===== src/rtl/pq_irq_pkg.sv =====
package pq_irq_pkg;

	// ------------------------------------------------------------
	// register map: printed offsets are indices, byte address = 4x
	// ------------------------------------------------------------
	localparam int ADDR_W = 18;
	localparam logic [15:0] ENABLE_IDX = 16'he50a;
	localparam logic [15:0] STATUS_IDX = 16'he502;
	localparam logic [15:0] PHSRC_IDX = 16'he600;

	// ------------------------------------------------------------
	// reset values and implemented-bit masks
	// ------------------------------------------------------------
	localparam logic [31:0] ENABLE_RESET = 32'h0000_0000;
	localparam logic [31:0] STATUS_RESET = 32'h0000_0000;
	localparam logic [31:0] PHSRC_RESET = 32'h0000_0000;
	localparam logic [31:0] ENABLE_WR_MASK = 32'h018f_fffd;
	localparam logic [31:0] GATE_MASK = 32'h018f_7ffd;
	localparam logic [31:0] STATUS_MASK = 32'h018f_fffd;
	localparam logic [31:0] PHSRC_MASK = 32'h0000_7e38;

	// ------------------------------------------------------------
	// bit positions of enable and status fields
	// ------------------------------------------------------------
	localparam int B_NOLOAD_PQ = 0;
	localparam int B_NOLOAD_APP = 2;
	localparam int B_VOLT_TIMEOUT = 3;
	localparam int B_CURR_TIMEOUT = 6;
	localparam int B_VOLT_CROSS = 9;
	localparam int B_CURR_CROSS = 12;
	localparam int B_RESET_DONE = 15;
	localparam int B_DIP = 16;
	localparam int B_HIGH_CURR = 17;
	localparam int B_HIGH_VOLT = 18;
	localparam int B_PHASE_ORDER = 19;
	localparam int B_PEAK_CURR = 23;
	localparam int B_PEAK_VOLT = 24;

	// ------------------------------------------------------------
	// phase source field positions
	// ------------------------------------------------------------
	localparam int P_HIGH_CURR = 3;
	localparam int P_HIGH_VOLT = 9;
	localparam int P_DIP = 12;

	// ------------------------------------------------------------
	// bus phase tracking
	// ------------------------------------------------------------
	typedef enum logic [1:0] {
		ST_IDLE = 2'b01,
		ST_ACCESS = 2'b10
	} apb_state_e;

endpackage : pq_irq_pkg


===== src/rtl/sticky_flags.sv =====
`timescale 1ns/100ps
module sticky_flags #(
	parameter int W = 32,
	parameter logic [W-1:0] MASK = '1,
	parameter logic [W-1:0] RESET_VAL = '0
) (
	// clock and reset
	input wire logic pclk,
	input wire logic presetn,
	// flag control
	input wire logic [W-1:0] set,
	input wire logic [W-1:0] clr,
	output logic [W-1:0] flags
);

	typedef struct packed {
		logic [W-1:0] flags;
	} flag_regs_s;

	flag_regs_s r;
	flag_regs_s next_r;

	if (W < 1)
	begin : g_bad_width
		$error("sticky_flags needs W of at least 1");
	end

	// a set arriving with its own clear must not be lost
	always_comb
	begin
		next_r = r;
		next_r.flags = ((r.flags & ~clr) | set) & MASK;
	end

	always_ff @(posedge pclk or negedge presetn)
	begin
		if (!presetn)
			r <= '{flags: RESET_VAL};
		else
			r <= next_r;
	end

	assign flags = r.flags;

endmodule : sticky_flags


===== src/rtl/power_quality_irq_mask.sv =====
// Implementation choice: register access over APB.
`timescale 1ns/100ps
module power_quality_irq_mask
	import pq_irq_pkg::*;
(
	// clock and reset
	input wire logic pclk,
	input wire logic presetn,
	// apb slave
	input wire logic psel,
	input wire logic penable,
	input wire logic pwrite,
	input wire logic [pq_irq_pkg::ADDR_W-1:0] paddr,
	input wire logic [31:0] pwdata,
	output logic [31:0] prdata,
	output logic pready,
	output logic pslverr,
	// event detectors, one-cycle pulses in status bit layout
	input wire logic [31:0] event_pulse,
	input wire logic [2:0] high_current_phase_flags,
	input wire logic [2:0] high_voltage_phase_flags,
	input wire logic [2:0] dip_phase_flags,
	// interrupt request, active low
	output logic irq_n
);

	import pq_irq_pkg::*;

	// ------------------------------------------------------------
	// state
	// ------------------------------------------------------------
	typedef struct packed {
		apb_state_e state;
		logic [31:0] rdata;
		logic err;
		logic [31:0] enable;
		logic booted;
	} regs_s;

	regs_s r;
	regs_s next_r;

	logic [31:0] status;
	logic [31:0] status_set;
	logic [31:0] status_clr;
	logic [31:0] phase_source_status;
	logic [31:0] phsrc_set;
	logic [31:0] phsrc_clr;
	logic [31:0] pend;
	logic [31:0] rd_mux;
	logic setup;
	logic commit;
	logic aligned;
	logic sel_enable;
	logic sel_status;
	logic sel_phsrc;
	logic hit;

	// ------------------------------------------------------------
	// address decode
	// ------------------------------------------------------------
	assign aligned = (paddr[1:0] == 2'h0);
	assign sel_enable = aligned && (paddr[ADDR_W-1:2] == ENABLE_IDX);
	assign sel_status = aligned && (paddr[ADDR_W-1:2] == STATUS_IDX);
	assign sel_phsrc = aligned && (paddr[ADDR_W-1:2] == PHSRC_IDX);
	assign hit = sel_enable || sel_status || sel_phsrc;

	assign setup = psel && !penable;
	assign pready = (r.state == ST_ACCESS);
	// writes land only on the completing edge of the access phase
	assign commit = psel && penable && pready;

	always_comb
	begin
		rd_mux = 32'h0000_0000;
		if (sel_enable)
			rd_mux = r.enable;
		else if (sel_status)
			rd_mux = status;
		else if (sel_phsrc)
			rd_mux = phase_source_status;
	end

	// ------------------------------------------------------------
	// event status, write one to clear
	// ------------------------------------------------------------
	always_comb
	begin
		status_set = event_pulse & STATUS_MASK;
		status_set[B_RESET_DONE] = !r.booted;
		status_clr = 32'h0000_0000;
		if (commit && pwrite && sel_status)
			status_clr = pwdata & STATUS_MASK;
	end

	sticky_flags #(
		.W(32),
		.MASK(STATUS_MASK),
		.RESET_VAL(STATUS_RESET)
	) u_status (
		.pclk(pclk),
		.presetn(presetn),
		.set(status_set),
		.clr(status_clr),
		.flags(status)
	);

	// ------------------------------------------------------------
	// phase source flags
	// ------------------------------------------------------------
	// cleared together with their event bit so software sees a matched pair
	always_comb
	begin
		phsrc_set = 32'h0000_0000;
		phsrc_clr = 32'h0000_0000;
		if (event_pulse[B_HIGH_CURR])
			phsrc_set[P_HIGH_CURR +: 3] = high_current_phase_flags;
		if (event_pulse[B_HIGH_VOLT])
			phsrc_set[P_HIGH_VOLT +: 3] = high_voltage_phase_flags;
		if (event_pulse[B_DIP])
			phsrc_set[P_DIP +: 3] = dip_phase_flags;
		phsrc_clr[P_HIGH_CURR +: 3] = {3{status_clr[B_HIGH_CURR]}};
		phsrc_clr[P_HIGH_VOLT +: 3] = {3{status_clr[B_HIGH_VOLT]}};
		phsrc_clr[P_DIP +: 3] = {3{status_clr[B_DIP]}};
	end

	sticky_flags #(
		.W(32),
		.MASK(PHSRC_MASK),
		.RESET_VAL(PHSRC_RESET)
	) u_phsrc (
		.pclk(pclk),
		.presetn(presetn),
		.set(phsrc_set),
		.clr(phsrc_clr),
		.flags(phase_source_status)
	);

	// ------------------------------------------------------------
	// interrupt gating
	// ------------------------------------------------------------
	always_comb
	begin
		pend = 32'h0000_0000;
		pend[B_NOLOAD_PQ] = status[B_NOLOAD_PQ] & r.enable[B_NOLOAD_PQ];
		pend[B_NOLOAD_APP] = status[B_NOLOAD_APP] & r.enable[B_NOLOAD_APP];
		pend[B_VOLT_TIMEOUT +: 3] = status[B_VOLT_TIMEOUT +: 3]
			& r.enable[B_VOLT_TIMEOUT +: 3];
		pend[B_CURR_TIMEOUT +: 3] = status[B_CURR_TIMEOUT +: 3]
			& r.enable[B_CURR_TIMEOUT +: 3];
		pend[B_VOLT_CROSS +: 3] = status[B_VOLT_CROSS +: 3]
			& r.enable[B_VOLT_CROSS +: 3];
		pend[B_CURR_CROSS +: 3] = status[B_CURR_CROSS +: 3]
			& r.enable[B_CURR_CROSS +: 3];
		pend[B_DIP] = status[B_DIP] & r.enable[B_DIP];
		pend[B_HIGH_CURR] = status[B_HIGH_CURR] & r.enable[B_HIGH_CURR];
		pend[B_HIGH_VOLT] = status[B_HIGH_VOLT] & r.enable[B_HIGH_VOLT];
		pend[B_PHASE_ORDER] = status[B_PHASE_ORDER]
			& r.enable[B_PHASE_ORDER];
		pend[B_PEAK_CURR] = status[B_PEAK_CURR] & r.enable[B_PEAK_CURR];
		pend[B_PEAK_VOLT] = status[B_PEAK_VOLT] & r.enable[B_PEAK_VOLT];
		pend = pend & GATE_MASK;
	end

	assign irq_n = !((|pend) || status[B_RESET_DONE]);

	// ------------------------------------------------------------
	// register update
	// ------------------------------------------------------------
	always_comb
	begin
		next_r = r;
		next_r.booted = 1'b1;
		case (r.state)
			ST_IDLE:
			begin
				if (setup)
				begin
					next_r.state = ST_ACCESS;
					next_r.rdata = pwrite ? 32'h0000_0000 : rd_mux;
					next_r.err = !hit;
				end
			end
			ST_ACCESS:
			begin
				next_r.state = ST_IDLE;
				next_r.err = 1'b0;
			end
			default:
			begin
				next_r.state = ST_IDLE;
			end
		endcase
		if (commit && pwrite && sel_enable)
			next_r.enable = pwdata & ENABLE_WR_MASK;
	end

	always_ff @(posedge pclk or negedge presetn)
	begin
		if (!presetn)
		begin
			r.state <= ST_IDLE;
			r.rdata <= 32'h0000_0000;
			r.err <= 1'b0;
			r.enable <= ENABLE_RESET;
			r.booted <= 1'b0;
		end
		else
			r <= next_r;
	end

	assign prdata = r.rdata;
	assign pslverr = r.err && pready;
endmodule : power_quality_irq_mask


===== config.mk =====
export PLATFORM = sky130hd
export DESIGN_NAME = power_quality_irq_mask
export DESIGN_NICKNAME = d
export VERILOG_FILES = /design/src/rtl/pq_irq_pkg.sv /design/src/rtl/sticky_flags.sv /design/src/rtl/power_quality_irq_mask.sv
export SDC_FILE = /design/constraint.sdc
export NUM_CORES = 1
export LEC_CHECK = 0
export BUFFER_PORTS_ARGS = -buffer_cell sky130_fd_sc_hd__buf_4
export CAP_MARGIN = 5
export CORE_AREA = 8 8 118 120
export CTS_CLUSTER_SIZE = 40
export DETAILED_ROUTE_END_ITERATION = 10
export DIE_AREA = 0 0 126 128
export GPL_ROUTABILITY_DRIVEN = 0
export REMOVE_ABC_BUFFERS = 1
export SYNTH_ARGS = -nofsm -noshare
export SYNTH_HDL_FRONTEND = slang
export SYNTH_SLANG_ARGS = --single-unit
export TNS_END_PERCENT = 5

===== constraint.sdc =====
create_clock -name pclk -period 1.8 [get_ports pclk]
set_clock_uncertainty 0.1 [all_clocks]
set_input_delay 0.09 -clock pclk [delete_from_list [all_inputs] [get_ports pclk]]
set_output_delay 0.09 -clock pclk [all_outputs]
set_load 0.005 [all_outputs]

### After elaboration in Yosys (flattened, before gate mapping)

Cells that the tools add are included.

* equality and inequality tests: 6
* muxes and demuxes: 11
* bitwise operators: 18
* reduce and logical (&&, ||, !) cells: 22

Operators with widths (count)
* $mux 32: 3
* $eq 16x16->1 const B: 3
* $mux 35: 1
* $and 25x25->25: 1
* $mux 25: 1
* $not 25->25: 1
* $or 25x25->25: 1
* $reduce_or 20->1: 1
* $and 15x15->15: 1
* $mux 15: 1
* $not 15->15: 1
* $or 15x15->15: 1
* $and 3x3->3: 4
* $logic_and 1x1->1: 10
* $mux 3: 3
* $and 1x1->1: 8
* $logic_not 1->1: 4
* $reduce_and 2->1: 2
* $logic_or 1x1->1: 3
* $eq 2x1->1 const B: 1
* $eq 2x2->1 const B: 1
* $logic_not 2->1: 1
* $mux 2: 1
* $ne 2x2->1 const B: 1
* other kinds (2): 2

* bits in registers: 87
* bits of input ports: 96
* output and inout port bits: 35
* word-level logic and storage cells: 64

### Logic depth before layout (Yosys ltp)

* depth after elaboration: 8
* depth in mapped cells: 6
* gate-level depth less buffers: 4

### By module

From an unflattened synthesis, not the netlist that was laid out.

* cells, all modules: 451
* area, all modules: 4628.2 um^2

By module, submodules not included
* power_quality_irq_mask: times used 1, cells an instance 325, area an instance 3276.9 um^2
* sticky_flags at u_status: times used 1, cells an instance 75, area an instance 848.3 um^2
* sticky_flags at u_phsrc: times used 1, cells an instance 51, area an instance 503.0 um^2

### Least setup slack after synthesis

OpenSTA, ideal clock, no wires.

* kind: register to register
* start: register r[66] (netlist bit)
* end: register r (netlist bit prdata[10])
* setup time: 67 ps
* arrival time: 1651 ps
* required time: 1633 ps
* path slack: -18 ps
* stages on the path, launching flop included: 7
* buffers on the path: 2
* clock period less this slack: 1818 ps
* cells stage by stage: dfstp_2 -> nor4bb_1 -> clkbuf_2 -> nand4b_1 -> nor4_2 -> buf_2 -> a221o_1

* cells in the longest elaborated chain, start to end: 2

RTL lines
* from (decl): line power_quality_irq_mask.sv:40 `regs_s r;`
* from (signal assigned): line power_quality_irq_mask.sv:209 `r <= next_r;`
* $eq 2x1->1: line power_quality_irq_mask.sv:174 `case (r.state)`
* $reduce_and 2->1 (no source line)

No other way between the ends.
A chain may end at the register's enable or synchronous reset.

### Final worst setup path

* start: register r[15] (netlist bit)
* end: output port irq_n

* cells in the longest elaborated chain, start to end: 4

RTL lines
* $and 3x3->3: line power_quality_irq_mask.sv:154 `& r.enable[B_CURR_CROSS +: 3];`
* $reduce_or 20->1: line power_quality_irq_mask.sv:165 `assign irq_n = !((|pend) || status[B_RESET_DONE]);`
* $logic_or 1x1->1: line power_quality_irq_mask.sv:165
* $logic_not 1->1: line power_quality_irq_mask.sv:165
* to (decl): line power_quality_irq_mask.sv:24 `output logic irq_n`

No other way between the ends.

==> qor.yml <==
run_status: "finished with violations"
violations: "negative setup slack"
gr-usage-all-layers: 0.1423
reg2reg_depth: 5
viasPerCell: 4.814
hold_class: "input port to register"
htreeDepth: 3
coreArea_um2: 12210
dp_hpwl_um: 7823
diodes: 0
finalHoldViolCount: 0
pwr-share-seq: 0.417
irDropWorstVdd_uv: 430.5
async_flop_share: 1.000
r2r_slack_ns: -0.02
ys.flop_type: "dfrtp_1"
switchingPower_uw: 852.3
port_buffers: 96
final_area_um2: 5524
cts_sinks: 76
place_area_um2: 4647
p_sw_frac: 0.2066
avgSynthCellArea_um2: 12.60
setup_viol: 18
p_clk_frac: 0.499
worst_hold_slack_ns: 0.03567
utilization: 0.4524
numCtsBuffers: 9
dp.cells: 541
critical_path.cell_chain: "a22o_1, a221oi_2, nand4_1, a2111oi_2, buf_4, buf_6"
grt_overflow: 0
worstMarginPinSlew_ns: 0.5175
worstHoldPathCells: 5
drt_iter0_drc: 172
internal_power_mw: 3.273
drt_pass1_iterations: 4
fin_crit_ns: 2.094
synth.ff_latch_count: 76
synth_top_family_by_area: "compound AO/OA/AOI/OAI gates"
yosysSeqAreaShare: 0.5227
rsz0062_at_grt: "yes"
arrival_ns: 1.90
critPathBufInv: 2
io_pins: 131
crit_type: "register to output port"
syn-cell-area_um2: 3641
crit_slowest_cell: "dfrtp_1"
ant_nets: 0
start_util: 0.2982
die_w_um: 126
drv_slew: 0
fin_cells: 607
synth_edf_count: 0
yosysWarningCount: 0
dieArea_um2: 16130
yosys.area_share.simple: 0.1268
max_slew_margin: 0.6550
clk_latency_ns: 0.33
synthAdderAreaFrac: 0
critPathCaptureType: "output port"
grt_max_degree: 40
cp_slowest_stage_delay_ns: 0.39
cp_max_fo: 2
synth-compound-area-share: 0.1715
reg2reg_from: "r[66]"
syn_to_final_growth_pct: 51.72
leakage_nw: 2.618
timing.rr.end: "prdata[19]"
critPathTopFamily: "compound AO/OA/AOI/OAI gates"
grt_antenna_before_repair: 0
wire_per_inst_um: 18.19
nets: 549
clockBufferDepth: 2
p_comb_frac: 0.084
cp.required_ns: 1.61
syn-instance-count: 289
grt_pass1_wl_um: 18020
drive_gt1_frac: 0.4114
drv_cap: 0
vias: 2922
clkSlewWorstSetupHoldPaths_ns: 0.06
min_to: "r[33]"
synthMuxAreaShare: 0.08557
start_kind: "register"
root_buffer: "clkbuf_16"
pwr_density_cell_nw_per_um2: 746.8
drcViolationCount: 0
setup_ws_ns: -0.2945
period_share: 1.164
wl_um: 11040
yosys.area_share.xor_xnor: 0
die_h_um: 128
fmaxAchievable_ghz: 0.4775
synthDistinctLibCells: 42
rows: 41
cts_tree: "built"
grt_pass1_vias: 3303
place_ws_ns: -0.1629
worstHoldStart: "paddr[14]"
-- worst reg2reg max path: cells and delay by family (launching register included) --
kind / cells / cell delay (ns)
buffers and inverters: 1 / 0.22
AOI/OAI and AO/OA: 1 / 0.17
DFF: 1 / 0.54
and+or+nand+nor: 3 / 0.73
-- flip-flops by register name, summed over array words and instances (netlist names) --
name / flops
r: 25
prdata: 21
u_status.flags: 21
u_phsrc.flags: 9
-- final cells by class --
class                   count  area, um2
flip-flops and latches     76       1903
well taps                 150      187.7
clock inverters             6      113.9
fillers                  1123       6685
inverters                   3      11.26
multi-input cells         175       1490
repair buffers            188       1593
clock buffers               9      225.2
-- through the flow --
step	power (mW)	TNS, ns
after floorplan	1.800	-73.52
after global placement	2.007	-1.094
after detailed placement	2.013	-2.283
after CTS	4.178	-0.8296
after global routing	4.274	-2.440
final	4.125	-0.4555
-- Yosys cell counts, types with 2 or more instances --
master,count,area (um2)
dfrtp_1,75,1877
a221o_1,21,210.2
nand4_1,4,25.02
inv_1,3,11.26
a22o_1,21,183.9
clkbuf_1,3,11.26
buf_2,4,20.02
nor4_1,2,12.51
nand3_2,3,30.03
a221oi_1,3,26.28
nor2_1,3,11.26
nand3_1,17,85.08
conb_1,2,7.510
nand2_1,2,7.510
mux2_4,20,300.3
and3_1,2,12.51
o21ai_0,3,15.01
a21o_1,20,150.1
buf_6,3,33.78
buf_4,33,247.7
a22oi_1,2,15.01
nor2b_1,22,137.6
and4_1,2,17.52
-- cell families (layout without fill, tap and decap cells) --
kind of cell	Yosys count	count (layout)
AO/OA/AOI/OAI	73	73
flip-flops	76	76
multiplexers	21	21
buffers and inverters	48	206
other	2	12
AND/OR/NAND/NOR	69	69
-- repair_timing --
action / 4_1_cts / 5_1_grt
setup endpoints to repair: 51 / 48
hold buffers: 51 / 0
resized for setup: 7 / 1
hold endpoints to repair: 87 / 0
pin swaps: 14 / 13
setup buffers: 0 / 0
-- placed cells by master, fill, tap and decap left out, types with 3 or more instances in the layout --
cell           instances
o21ai_0                3
dlygate4sd3_1         51
inv_1                  3
a21o_1                20
nand3_1               17
a22o_1                21
nor2_1                 3
mux2_4                20
dfrtp_1               75
clkbuf_16              9
bufinv_16              3
buf_4                132
nand3_2                3
conb_1                12
buf_12                 4
a221o_1               21
nor2b_1               21
nand4_1                4
-- worst max-delay path by stage --
stage,startpoint,endpoint,slack [ns],depth (start not counted)
after floorplan,r[66],prdata[0],-2.35,4
after global placement,r[15],irq_n,-0.18,6
after detailed placement,r[15],irq_n,-0.16,6
after CTS,u_status.flags[10],irq_n,-0.31,5
after global routing,r[15],irq_n,-0.41,6
final,r[15],irq_n,-0.29,6
-- routing by layer --
metal	up-vias	part of all wire	track usage
met4	0	0.0053	0.03255
met1	1429	0.44	0.1766
li1	1374	-	-
met3	6	0.069	0.04617
met5	-	0	0
met2	113	0.48	0.2355
-- power by group through the flow --
stage | clock network [mW] | logic [mW] | registers, mW
after floorplan | 0 | 0.0483 | 1.75
after global placement | 0 | 0.255 | 1.75
after detailed placement | 0 | 0.260 | 1.75
after CTS | 2.11 | 0.351 | 1.72
after global routing | 2.17 | 0.381 | 1.72
final | 2.06 | 0.346 | 1.72
(Power assumes the default switching activity.)
